===== src/verilog/cpu_alu_pkg.sv =====
// constants and operation codes for the processor arithmetic and port datapath
// How it works
// (RULE1) a plain port input returns the synchronised pin level, not the latch
// (RULE2) read-modify-write to a port destination reads the output latch first
// (RULE3) latch readers: and, or, xor, test-clear, invert, +1, -1, loop, bit moves
// (RULE4) single-bit port ops read the full latch byte and rewrite it whole
// (RULE5) sum adds source to accumulator; sum_with_carry_in also adds carry
// (RULE6) additions: carry is carry out of bit 7, half carry out of bit 3
// (RULE7) additions: signed wrap is carry out of bit 6 xor bit 7
// (RULE8) subtract_with_borrow removes source and carry from the accumulator
// (RULE9) subtraction: carry is borrow at bit 7, half carry borrow at bit 3
// (RULE10) subtraction: signed wrap is borrow at bit 6 xor bit 7
// (RULE11) product: low byte to accumulator, high byte to second operand register
// (RULE12) product clears carry, sets signed wrap when product exceeds 255
// (RULE13) quotient: quotient to accumulator, remainder to second operand register
// (RULE14) quotient clears carry; signed wrap set only for a zero divisor
// (RULE15) bcd fix adds 0x06 when half carry set or low nibble above nine
// (RULE16) bcd fix then adds 0x60 when carry was set or first step applied
// (RULE17) bcd fix sets carry when result exceeds 0x99, clears otherwise
// (RULE18) rotate right: old bit 0 to carry, old carry to bit 7
// (RULE19) rotate left: old bit 7 to carry, old carry to bit 0
// (RULE20) compare branch jumps when values differ, falls through when equal
// (RULE21) compare branch sets carry when source greater than destination
// (RULE22) other operations leave signed wrap and half carry untouched
package cpu_alu_pkg;
   localparam int BYTE_W = 8;
   localparam int NIB_W = 4;
   localparam int SEL_W = 3;
   localparam int MSB_POS = 7;
   localparam int LSB_POS = 0;
   localparam int NIB_MSB = 3;
   localparam logic [BYTE_W-1:0] LO_ADJUST = 8'h06;
   localparam logic [BYTE_W-1:0] HI_ADJUST = 8'h60;
   localparam logic [BYTE_W:0] BCD_LIMIT = 9'h099;
   localparam logic [NIB_W-1:0] NIB_MAX = 4'h9;
   localparam logic [2*BYTE_W-1:0] BYTE_MAX = 16'h00ff;
   localparam logic [BYTE_W-1:0] ZERO_BYTE = 8'h00;
   localparam logic [BYTE_W-1:0] ONE_BYTE = 8'h01;

   typedef enum logic [4:0] {
      OP_NOP,
      OP_SUM,
      OP_SUM_CARRY,
      OP_SUB_BORROW,
      OP_PRODUCT,
      OP_QUOTIENT,
      OP_BCD_FIX,
      OP_ROT_RIGHT,
      OP_ROT_LEFT,
      OP_CMP_BRANCH,
      OP_AND,
      OP_OR,
      OP_XOR,
      OP_PLUS_ONE,
      OP_MINUS_ONE,
      OP_LOOP_JUMP,
      OP_INVERT,
      OP_INVERT_BIT,
      OP_TEST_CLEAR,
      OP_CARRY_TO_BIT,
      OP_BIT_LOW,
      OP_BIT_HIGH,
      OP_PIN_READ,
      OP_PIN_BIT_READ
   } alu_op_t;
endpackage


===== src/verilog/alu_addsub.sv =====
// eight-bit adder and subtractor with carry or borrow at bits 3, 6 and 7
`timescale 1ns/1ns
module alu_addsub
   import cpu_alu_pkg::*;
(
   // operands
   input wire logic [cpu_alu_pkg::BYTE_W-1:0] opA,
   input wire logic [cpu_alu_pkg::BYTE_W-1:0] opB,
   input wire logic carryIn,
   input wire logic subtract,
   // results
   output logic [cpu_alu_pkg::BYTE_W-1:0] result,
   output logic carry3,
   output logic carry6,
   output logic carry7
);
   logic [NIB_W:0] loPart;
   logic [BYTE_W-1:0] midPart;
   logic [BYTE_W:0] fullPart;

   // the top bit of each widened sum is the carry, or the borrow when subtracting
   always_comb
   begin
      if (subtract)
      begin
         loPart = {1'b0, opA[NIB_W-1:0]} - {1'b0, opB[NIB_W-1:0]} - {{NIB_W{1'b0}}, carryIn};
         midPart = {1'b0, opA[BYTE_W-2:0]} - {1'b0, opB[BYTE_W-2:0]} - {{BYTE_W-1{1'b0}}, carryIn};
         fullPart = {1'b0, opA} - {1'b0, opB} - {{BYTE_W{1'b0}}, carryIn};
      end
      else
      begin
         loPart = {1'b0, opA[NIB_W-1:0]} + {1'b0, opB[NIB_W-1:0]} + {{NIB_W{1'b0}}, carryIn};
         midPart = {1'b0, opA[BYTE_W-2:0]} + {1'b0, opB[BYTE_W-2:0]} + {{BYTE_W-1{1'b0}}, carryIn};
         fullPart = {1'b0, opA} + {1'b0, opB} + {{BYTE_W{1'b0}}, carryIn};
      end
      result = fullPart[BYTE_W-1:0];
      carry3 = loPart[NIB_W];
      carry6 = midPart[BYTE_W-1];
      carry7 = fullPart[BYTE_W];
   end
endmodule


===== src/verilog/port_bit_merge.sv =====
// picks one bit of a port byte and rebuilds the byte with that bit replaced
`timescale 1ns/1ns
module port_bit_merge
   import cpu_alu_pkg::*;
#(
   parameter int WIDTH = cpu_alu_pkg::BYTE_W
)
(
   // byte and bit address
   input wire logic [WIDTH-1:0] byteIn,
   input wire logic [$clog2(WIDTH)-1:0] bitSel,
   input wire logic newBit,
   // results
   output logic oldBit,
   output logic [WIDTH-1:0] byteOut
);
   localparam int SEL_BITS = $clog2(WIDTH);

   // the bit address must reach every bit of the byte and nothing beyond it
   if (WIDTH < 2 || (1 << SEL_BITS) != WIDTH)
   begin : g_width_check
      $error("port width must be a power of two and at least two");
   end

   assign oldBit = byteIn[bitSel];

   // every other bit of the byte goes back unchanged
   for (genvar i = 0; i < WIDTH; i++)
   begin : g_merge
      assign byteOut[i] = (bitSel == SEL_BITS'(i)) ? newBit : byteIn[i];
   end
endmodule


===== src/verilog/cpu_alu.sv =====
// processor arithmetic, flag and port read-modify-write datapath
`timescale 1ns/1ns
module cpu_alu
   import cpu_alu_pkg::*;
(
   // clock and reset
   input wire logic mclk,
   input wire logic rst_n,
   // request
   input wire logic start,
   input wire cpu_alu_pkg::alu_op_t op,
   input wire logic [cpu_alu_pkg::BYTE_W-1:0] accIn,
   input wire logic [cpu_alu_pkg::BYTE_W-1:0] bIn,
   input wire logic [cpu_alu_pkg::BYTE_W-1:0] srcIn,
   input wire logic [cpu_alu_pkg::BYTE_W-1:0] dstIn,
   input wire logic dstIsPort,
   input wire logic [cpu_alu_pkg::SEL_W-1:0] bitSel,
   // flags before the operation
   input wire logic carryIn,
   input wire logic halfIn,
   input wire logic wrapIn,
   // port
   input wire logic [cpu_alu_pkg::BYTE_W-1:0] pinLevel,
   input wire logic [cpu_alu_pkg::BYTE_W-1:0] portLatch,
   // results
   output logic done,
   output logic [cpu_alu_pkg::BYTE_W-1:0] accOut,
   output logic [cpu_alu_pkg::BYTE_W-1:0] bOut,
   output logic [cpu_alu_pkg::BYTE_W-1:0] dstOut,
   output logic dstWrite,
   output logic portWrite,
   output logic jump,
   output logic carryOut,
   output logic halfOut,
   output logic wrapOut
);
   import cpu_alu_pkg::*;

   logic [BYTE_W-1:0] pinMeta_r;
   logic [BYTE_W-1:0] pinSync_r;
   logic done_r, done_nxt;
   logic [BYTE_W-1:0] acc_r, acc_nxt;
   logic [BYTE_W-1:0] b_r, b_nxt;
   logic [BYTE_W-1:0] dst_r, dst_nxt;
   logic dstWr_r, dstWr_nxt;
   logic portWr_r, portWr_nxt;
   logic jump_r, jump_nxt;
   logic carry_r, carry_nxt;
   logic half_r, half_nxt;
   logic wrap_r, wrap_nxt;

   logic [BYTE_W-1:0] rmwByte;
   logic [BYTE_W-1:0] sumRes;
   logic sumC3, sumC6, sumC7;
   logic isSub, addCarry;
   logic newBit, oldBit;
   logic [BYTE_W-1:0] mergedByte;
   logic [2*BYTE_W-1:0] product;
   logic lowAdj, highAdj;
   logic [BYTE_W:0] bcdStep1, bcdStep2;
   logic [BYTE_W-1:0] stepByte;

   // a port destination is modified from its latch, anything else from its own value
   assign rmwByte = dstIsPort ? portLatch : dstIn; // RULE2 RULE3

   assign isSub = (op == OP_SUB_BORROW);
   assign addCarry = (op == OP_SUM) ? 1'b0 : carryIn; // RULE5 RULE8

   alu_addsub u_addsub (
      .opA(accIn),
      .opB(srcIn),
      .carryIn(addCarry),
      .subtract(isSub),
      .result(sumRes),
      .carry3(sumC3),
      .carry6(sumC6),
      .carry7(sumC7)
   );

   always_comb
   begin
      case (op)
         OP_CARRY_TO_BIT: newBit = carryIn;
         OP_BIT_HIGH: newBit = 1'b1;
         OP_INVERT_BIT: newBit = ~oldBit;
         default: newBit = 1'b0;
      endcase
   end

   port_bit_merge #(.WIDTH(BYTE_W)) u_merge (
      .byteIn(rmwByte),
      .bitSel(bitSel),
      .newBit(newBit),
      .oldBit(oldBit),
      .byteOut(mergedByte)
   );

   assign product = {{BYTE_W{1'b0}}, accIn} * {{BYTE_W{1'b0}}, bIn};
   assign lowAdj = halfIn || (accIn[NIB_W-1:0] > NIB_MAX); // RULE15
   assign highAdj = carryIn || lowAdj; // RULE16
   assign bcdStep1 = {1'b0, accIn} + {1'b0, (lowAdj ? LO_ADJUST : ZERO_BYTE)};
   assign bcdStep2 = bcdStep1 + {1'b0, (highAdj ? HI_ADJUST : ZERO_BYTE)};

   // pins come from outside the clock domain
   always_ff @(posedge mclk)
   begin
      if (!rst_n)
      begin
         pinMeta_r <= ZERO_BYTE;
         pinSync_r <= ZERO_BYTE;
      end
      else
      begin
         pinMeta_r <= pinLevel;
         pinSync_r <= pinMeta_r;
      end
   end

   always_comb
   begin
      stepByte = ZERO_BYTE;
      done_nxt = start;
      acc_nxt = acc_r;
      b_nxt = b_r;
      dst_nxt = dst_r;
      dstWr_nxt = 1'b0;
      portWr_nxt = 1'b0;
      jump_nxt = 1'b0;
      // unlisted flags pass through untouched
      carry_nxt = carryIn; // RULE22
      half_nxt = halfIn; // RULE22
      wrap_nxt = wrapIn; // RULE22
      if (start)
      begin
         acc_nxt = accIn;
         b_nxt = bIn;
         dst_nxt = rmwByte;
         case (op)
            OP_SUM, OP_SUM_CARRY, OP_SUB_BORROW:
            begin
               acc_nxt = sumRes; // RULE5 RULE8
               carry_nxt = sumC7; // RULE6 RULE9
               half_nxt = sumC3; // RULE6 RULE9
               wrap_nxt = sumC6 ^ sumC7; // RULE7 RULE10
            end
            OP_PRODUCT:
            begin
               acc_nxt = product[BYTE_W-1:0]; // RULE11
               b_nxt = product[2*BYTE_W-1:BYTE_W]; // RULE11
               carry_nxt = 1'b0; // RULE12
               wrap_nxt = (product > BYTE_MAX); // RULE12
            end
            OP_QUOTIENT:
            begin
               carry_nxt = 1'b0; // RULE14
               wrap_nxt = (bIn == ZERO_BYTE); // RULE14
               // a zero divisor leaves both registers as they were
               if (bIn != ZERO_BYTE)
               begin
                  acc_nxt = accIn / bIn; // RULE13
                  b_nxt = accIn % bIn; // RULE13
               end
            end
            OP_BCD_FIX:
            begin
               acc_nxt = bcdStep2[BYTE_W-1:0]; // RULE15 RULE16
               carry_nxt = (bcdStep2 > BCD_LIMIT); // RULE17
            end
            OP_ROT_RIGHT:
            begin
               acc_nxt = {carryIn, accIn[BYTE_W-1:1]}; // RULE18
               carry_nxt = accIn[LSB_POS]; // RULE18
            end
            OP_ROT_LEFT:
            begin
               acc_nxt = {accIn[BYTE_W-2:0], carryIn}; // RULE19
               carry_nxt = accIn[MSB_POS]; // RULE19
            end
            OP_CMP_BRANCH:
            begin
               jump_nxt = (srcIn != dstIn); // RULE20
               carry_nxt = (srcIn > dstIn); // RULE21
            end
            OP_AND, OP_OR, OP_XOR, OP_INVERT, OP_PLUS_ONE, OP_MINUS_ONE, OP_LOOP_JUMP:
            begin
               case (op)
                  OP_AND: stepByte = rmwByte & srcIn;
                  OP_OR: stepByte = rmwByte | srcIn;
                  OP_XOR: stepByte = rmwByte ^ srcIn;
                  OP_INVERT: stepByte = ~rmwByte;
                  OP_PLUS_ONE: stepByte = rmwByte + ONE_BYTE;
                  default: stepByte = rmwByte - ONE_BYTE;
               endcase
               dst_nxt = stepByte; // RULE3
               dstWr_nxt = 1'b1;
               portWr_nxt = dstIsPort; // RULE2
               jump_nxt = (op == OP_LOOP_JUMP) && (stepByte != ZERO_BYTE);
            end
            OP_INVERT_BIT, OP_CARRY_TO_BIT, OP_BIT_LOW, OP_BIT_HIGH:
            begin
               dst_nxt = mergedByte; // RULE4
               dstWr_nxt = 1'b1;
               portWr_nxt = dstIsPort; // RULE4
            end
            OP_TEST_CLEAR:
            begin
               jump_nxt = oldBit; // RULE3
               // the bit is cleared and the whole byte rewritten only when the bit was set
               dst_nxt = mergedByte; // RULE4
               dstWr_nxt = oldBit;
               portWr_nxt = dstIsPort && oldBit;
            end
            OP_PIN_READ:
               acc_nxt = pinSync_r; // RULE1
            OP_PIN_BIT_READ:
               carry_nxt = pinSync_r[bitSel]; // RULE1
            default:
               acc_nxt = accIn;
         endcase
      end
   end

   always_ff @(posedge mclk)
   begin
      if (!rst_n)
      begin
         done_r <= 1'b0;
         acc_r <= ZERO_BYTE;
         b_r <= ZERO_BYTE;
         dst_r <= ZERO_BYTE;
         dstWr_r <= 1'b0;
         portWr_r <= 1'b0;
         jump_r <= 1'b0;
         carry_r <= 1'b0;
         half_r <= 1'b0;
         wrap_r <= 1'b0;
      end
      else
      begin
         done_r <= done_nxt;
         acc_r <= acc_nxt;
         b_r <= b_nxt;
         dst_r <= dst_nxt;
         dstWr_r <= dstWr_nxt;
         portWr_r <= portWr_nxt;
         jump_r <= jump_nxt;
         carry_r <= carry_nxt;
         half_r <= half_nxt;
         wrap_r <= wrap_nxt;
      end
   end

   assign done = done_r;
   assign accOut = acc_r;
   assign bOut = b_r;
   assign dstOut = dst_r;
   assign dstWrite = dstWr_r;
   assign portWrite = portWr_r;
   assign jump = jump_r;
   assign carryOut = carry_r;
   assign halfOut = half_r;
   assign wrapOut = wrap_r;
endmodule


===== config.mk =====
export PLATFORM = sky130hd
export DESIGN_NAME = cpu_alu
export DESIGN_NICKNAME = d
export VERILOG_FILES = /design/src/verilog/cpu_alu_pkg.sv /design/src/verilog/alu_addsub.sv /design/src/verilog/port_bit_merge.sv /design/src/verilog/cpu_alu.sv
export SDC_FILE = /design/constraint.sdc
export NUM_CORES = 1
export LEC_CHECK = 0
export ABC_AREA = 0
export BUFFER_PORTS_ARGS = -buffer_cell sky130_fd_sc_hd__buf_2
export CAP_MARGIN = 20
export CORE_MARGIN = 3
export CORE_UTILIZATION = 55
export CTS_CLUSTER_DIAMETER = 40
export DETAILED_ROUTE_END_ITERATION = 10
export PLACE_DENSITY = 0.77
export SYNTH_ARGS = -nofsm -noshare
export SYNTH_HDL_FRONTEND = slang
export SYNTH_SLANG_ARGS = --single-unit

===== constraint.sdc =====
create_clock -name mclk -period 13.4 [get_ports mclk]
set_clock_uncertainty 0.15 [all_clocks]
set_input_delay 2.01 -clock mclk [delete_from_list [all_inputs] [get_ports mclk]]
set_output_delay 2.01 -clock mclk [all_outputs]
set_load 0.05 [all_outputs]

; After elaboration in Yosys (flattened, before gate mapping)
; Cells that the tools add are included.
[classes]
mul = 1
bitwise_logic = 6
n_reduce_logical = 14
addsub = 16
n_mux = 37
order_cmp = 5
div_mod_pow = 2
n_eq_ne = 31
[op_table]
columns = operator, count
row1 = one-hot mux 8 bit (7 select lines), 1
row2 = two-way mux 8 bit, 6
row3 = "== test 5 x 4 -> 1 bit, second input constant", 8
row4 = "== test 5 bit, second input constant", 8
row5 = one-hot mux 8 bit (5 select lines), 1
row6 = one-hot mux 8 bit (2 select lines), 2
row7 = "== test 5 x 3 -> 1 bit, second input constant", 4
row8 = "> comparator 16 x 8 -> 1 bit, second input constant", 1
row9 = multiplier 8 x 8 -> 16 bit, 1
row10 = nonzero test 8 bit, 2
row11 = two-way mux 1 bit, 15
row12 = "== test 3 bit, second input constant", 4
row13 = OR reduction 11 bit, 1
row14 = "== test 5 x 2 -> 1 bit, second input constant", 2
row15 = adder 8 x 3 -> 9 bit, 1
row16 = adder 8 x 8 -> 9 bit, 1
row17 = adder 9 x 1 -> 9 bit, 1
row18 = adder 9 x 7 -> 9 bit, 1
row19 = "> comparator 9 x 8 -> 1 bit, second input constant", 1
row20 = two-way mux 9 bit, 1
row21 = one-hot mux 1 bit (3 select lines), 3
row22 = subtractor 8 x 8 -> 9 bit, 1
row23 = subtractor 9 x 1 -> 9 bit, 1
row24 = adder 7 x 7 -> 8 bit, 1
row25 = other kinds (39), 44
[totals]
regBits = 47
word_cells = 124
out_inout_bits = 31

; Longest topological paths before layout
[logic_depth]
word_depth = 8
depth_mapped = 52
depth_no_buf = 49

; By module
; A second synthesis with hierarchy kept.
[hier_totals]
cells_unflattened = 1178
hier_area_um2 = 9128.8
[modules_own_cells]
columns = module, cells_per_inst, area_per_inst_um2, instances, seq_area_each_um2
row1 = cpu_alu, 1019, 7872.6, 1, 940.9
row2 = alu_addsub, 128, 1003.5, 1, 0.0
row3 = port_bit_merge, 31, 252.7, 1, 0.0

; Least setup slack after synthesis
; OpenSTA, ideal clock, no wires.
[synth_path]
path_kind = input-to-reg
start = input port bIn[6] (netlist bit)
end = register b_r[6], in the netlist bOut[6]
slack_ps = 948
arrival_ps = 12222
stages = 51
setup_ps = 79
cell_sequence = buf_2 nor4_4 nand2_1 nor2_1 a21oi_1 a21oi_1 ha_1 o21a_1 a211oi_1 a2bb2oi_1 ha_1 a21oi_1 a211oi_4 and3_1 or2_2 ha_1 a21oi_1 a21oi_1 (+15 left out) a31oi_1 ha_1 or2_2 a21oi_1 a211oi_1 a221o_1 buf_2 mux2_2 ha_1 nand2b_1 a21oi_1 o21ai_0 nand2b_1 o221ai_1 clkbuf_1 nand2_1 o211a_1 a211oi_2
[synth_via]
elab_chain_len = 3
elab_cells_between_ends = 5
classes_between = mul: 1 / div: 1 / mux: 2 / reduce/logical: 1
[synth_rtl]
columns = element, line
row1 = start: declaration, cpu_alu.sv:13  ; input wire logic [cpu_alu_pkg::BYTE_W-1:0] bIn,
row2 = modulo 8 x 8 -> 8 bit / nonzero test 8 bit (equally long branches), "cpu_alu.sv:161, cpu_alu.sv:158"
row3 = two-way mux 8 bit, cpu_alu.sv:158  ; if (bIn != ZERO_BYTE)
row4 = one-hot mux 8 bit (2 select lines) (*), cpu_alu.sv:138  ; case (op)
row5 = end signal: assignment, cpu_alu.sv:242  ; b_r <= b_nxt;
row6 = end: declaration, cpu_alu.sv:43  ; logic [BYTE_W-1:0] b_r, b_nxt;
; Every way passes the cells marked *; elsewhere a longest branch is shown, timed or not.
; A chain may end at the register's enable or synchronous reset.

; Worst setup path in the final report
[layout_path]
start = input port bIn[7] (netlist bit)
end = register b_r[7], in the netlist bOut[7]
; The elaborated chain is that of the path after synthesis.

==> metrics.md <==
| Metric | Value |
|---|---|
| Clock Latency Late Sink | `0.30 ns` |
| Syn nets | `around 1400` |
| Reg clk slew, reported paths | `around 0.08 ns` |
| Kind of critical path | `in2reg` |
| Async set-reset flop share out of synthesis | `0%` |
| Diodes inserted | `0` |
| P_sw | `around 0.43 mW` |
| Placement Setup Slack | `-0.00792 ns` |
| Cell taking the most area after synthesis | `ha_1` |
| Type of the worst min-delay path | `reg2reg` |
| TritonRoute pass-1 iters | `6` |
| Primary FF master, synth | `dfxtp_1` |
| Die W | `~130 um` |
| Antenna violations before repair | `0` |
| Die height | `between 100 and 150 um` |
| Initial Util | `between 50% and 60%` |
| Setup TNS | `0 ns` |
| Seq pwr share | `between 10% and 20%` |
| Yosys top cell area share | `18.6%` |
| Largest cells by area after synthesis | `ha_1 19%, dfxtp_1 11%, fa_1 9.7%` |
| Mux cell area share after synthesis | `approximately 4.5%` |
| Number of port buffers | `93` |
| Placed cells | `1395` |
| Comb power frac | `65.7%` |
| Worst VDD drop | `about 120 uV` |
| Design Power | `between 0.9 and 1 mW` |
| Most frequent cells in the layout | `132 x ha_1, 109 x inv_1, 98 x nand2_1, 93 x buf_2, 85 x nor2_1` |
| Simple-gate share of the synthesized area | `19.7%` |
| DIE AREA | `between 15000 and 20000 sq um` |
| Max-cap violations | `0` |
| Finished Layout Cells | `~1400` |
| Detail Route Antenna Nets | `0` |
| Clk pwr share | `17.3%` |
| Wire per inst | `between 15 and 20 um` |
| Critical path arrival | `12.95 ns` |
| Met2 WL | `about 11000 um` |
| Layout cell share with drive strength beyond 1 | `14.3%` |
| Final worst slack | `roughly 0.56 ns` |
| Static Leakage | `~4.6 nW` |
| Total GRT Usage | `between 30% and 40%` |
| Switch share | `roughly 47%` |
| Post-synth EDFFs | `0` |
| Slew Limit Headroom | `26.7%` |
| Crit-path most repeated cell | `ha_1` |
| Fillers | `about 1400` |
| Core area | `15500 sq um` |
| Final setup viols | `0` |
| Fmax | `a little under 80 MHz` |
| Root Driver | `clkbuf_16` |
| Pint | `between 0.4 and 0.5 mW` |
| Yosys cell types | `a little over 80` |
| Post-layout nets | `roughly 1400` |
| Reg2reg start | `pinSync_r[6]$_SDFF_PN0_` |
| Global-route wire length before repair | `43600 um` |
| Post-Route Utilization | `a little over three fifths` |
| Clk buf depth | `2` |
| Hold Crit Start | `pinMeta_r[0]$_SDFF_PN0_` |
| Cell Pwr Density | `slightly above 90 nW/um^2` |
| Outcome | `complete, no violations` |
| Synth Cell Area | `between 8000 and 9000 sq um` |
| Final cycle utilization of the critical path | `a little over nine tenths` |
| FP Rows | `45` |
| H-tree depth | `2` |
| Vias in the first global route | `between 8000 and 9000` |
| WL met1 | `around 12000 um` |
| Crit end category | `register` |
| Synthesized flop and latch total | `47` |
| Delay of the slowest critical-path stage | `between 0.4 and 0.5 ns` |
| Cts bufs inserted | `5` |
| Final min period | `about 13 ns` |
| DR iter-0 viols | `~900` |
| Largest net degree at the start of global routing | `between 50 and 60` |
| Adder-cell share of the synthesized area | `roughly 28%` |
| Top sig layer | `met4` |
| Largest family of logic cells by synthesized area | `adder cells` |
| Syn Inst Count | `~1100` |
| Post-Synth XOR/XNOR Area | `under 10%` |
| Final wirelength | `between 20000 and 30000 um` |
| FF-to-FF setup slack | `approximately 11 ns` |
| Commonest non-fill, non-tap cell in the layout | `ha_1` |
| WP data required | `13.50 ns` |
| Met3 wire len | `approximately 3000 um` |
| Final Slew Violations | `0` |
| Drt drc | `0` |
| CP max FO | `12` |
| Hold depth | `1` |
| Vias post-DR | `between 8000 and 9000` |
| Yosys warnings | `0` |
| Startpoint types | `primary input` |
| Clock sink count | `47` |
| Compound-Gate Fraction of Synth Area | `between 20 and 30%` |
| # hold bufs at CTS | `0` |
| Fin. Hold Viols | `0` |
| Critical path's slowest cell | `fa_1` |
| Register-to-Register Path Depth | `6` |
| Hold Path End | `pinSync_r[0]$_SDFF_PN0_` |
| Slew @ Worst Pin | `between 1 and 1.5 ns` |
| Area grow syn2layout | `9.73%` |
| Avg Cell Area, Syn | `slightly below 8 sq um` |
| Sequential area share after synthesis | `10.6%` |
| CTS tree | `built` |
| Gpl congestion | `0.972` |
| Drt via density | `about 6.3` |
| Grt ovf | `0` |
| Detailed Place HPWL | `about 22000 um` |
| Reg2reg end | `accOut[6]$_SDFFE_PN0P_` |
| I/O Pins | `94` |
critical path, delay by kind of cell:
| family | cells | cell delay [ns] |
|---|---|---|
| AO/OA/AOI/OAI | 24 | 4.44 |
| AND/OR/NAND/NOR | 13 | 3.01 |
| adder cells (fa/ha/maj) | 7 | 2.33 |
| multiplexers | 2 | 0.72 |
| buffers and inverters | 2 | 0.41 |
cells by family after synthesis:
group,Yosys count
compound gates,327
xor+xnor,45
fa+ha+maj,175
buf+inv,163
flops,47
mux,30
simple gates,347
cell usage after synthesis (all sizes together), types with 15 or more instances:
master,n
nor2b,15
clkbuf,38
nand2b,16
a21oi,72
and2,23
nand2,98
dfxtp,47
fa,43
ha,132
o21a,21
a31oi,16
o21ai,67
inv,109
o211ai,16
a221oi,16
xnor2,32
a21o,15
nor2,86
nor3,30
mux2i,16
layout make-up:
cell class                      count  area [sq um]  area share (%)
Sequential cell                    47           941            9.65
Clock inverter                      2          38.8           0.398
Clock buffer                        6           139            1.42
Timing Repair Buffer              108           578            5.93
Tap cell                          211           264            2.71
Multi-Input combinational cell    924          7370            75.6
Inverter                          112           420            4.31
how the worst max path moves through the flow:
stage / endpoint / slack, ns / depth (start not counted) / startpoint
after detailed placement: bOut[7]$_SDFFE_PN0P_ / -0.008 / 49 / bIn[7]
after floorplan: bOut[6]$_SDFFE_PN0P_ / 0.95 / 51 / bIn[6]
after global routing: bOut[7]$_SDFFE_PN0P_ / -0.01 / 49 / bIn[7]
final: bOut[7]$_SDFFE_PN0P_ / 0.56 / 48 / bIn[7]
after global placement: bOut[7]$_SDFFE_PN0P_ / 0.38 / 51 / bIn[7]
after CTS: bOut[7]$_SDFFE_PN0P_ / 0.22 / 49 / bIn[7]
metal layers:
metal / up-vias / GRT usage [%]
met4: 0 / 9.43
li1: 4214 / -
met1: 4189 / 44.0
met5: - / 0
met2: 467 / 44.5
met3: 78 / 6.68
registers in the layout, summed over array words and instances (netlist names), 8 cells and up:
name       count
accOut         8
bOut           8
dstOut         8
pinMeta_r      8
pinSync_r      8
power by group through the flow:
stage / sequential [mW] / combinational (mW) / clock, mW
floorplan: 0.181 / 0.410 / 0
global placement: 0.157 / 0.562 / 0
detailed placement: 0.157 / 0.571 / 0
CTS: 0.154 / 0.576 / 0.157
global route: 0.155 / 0.660 / 0.163
finish: 0.154 / 0.595 / 0.156
stage by stage:
stage | cell area (sq um) | hold WS [ns]
after global routing | 9750 | 0.293
after detailed placement | 9480 | 0.268
after floorplan | 8890 | 0.262
after global placement | 9480 | 0.268
after CTS | 9650 | 0.283
final | 9750 | 0.283
timing repair:
item / in CTS / in global routing
resized for setup: 0 / 12
hold endpoints to repair: 0 / 0
buffers inserted: 0 / 7
endpoints found under the setup margin: 0 / 9
Note: power is estimated with default switching activity, not from simulation.
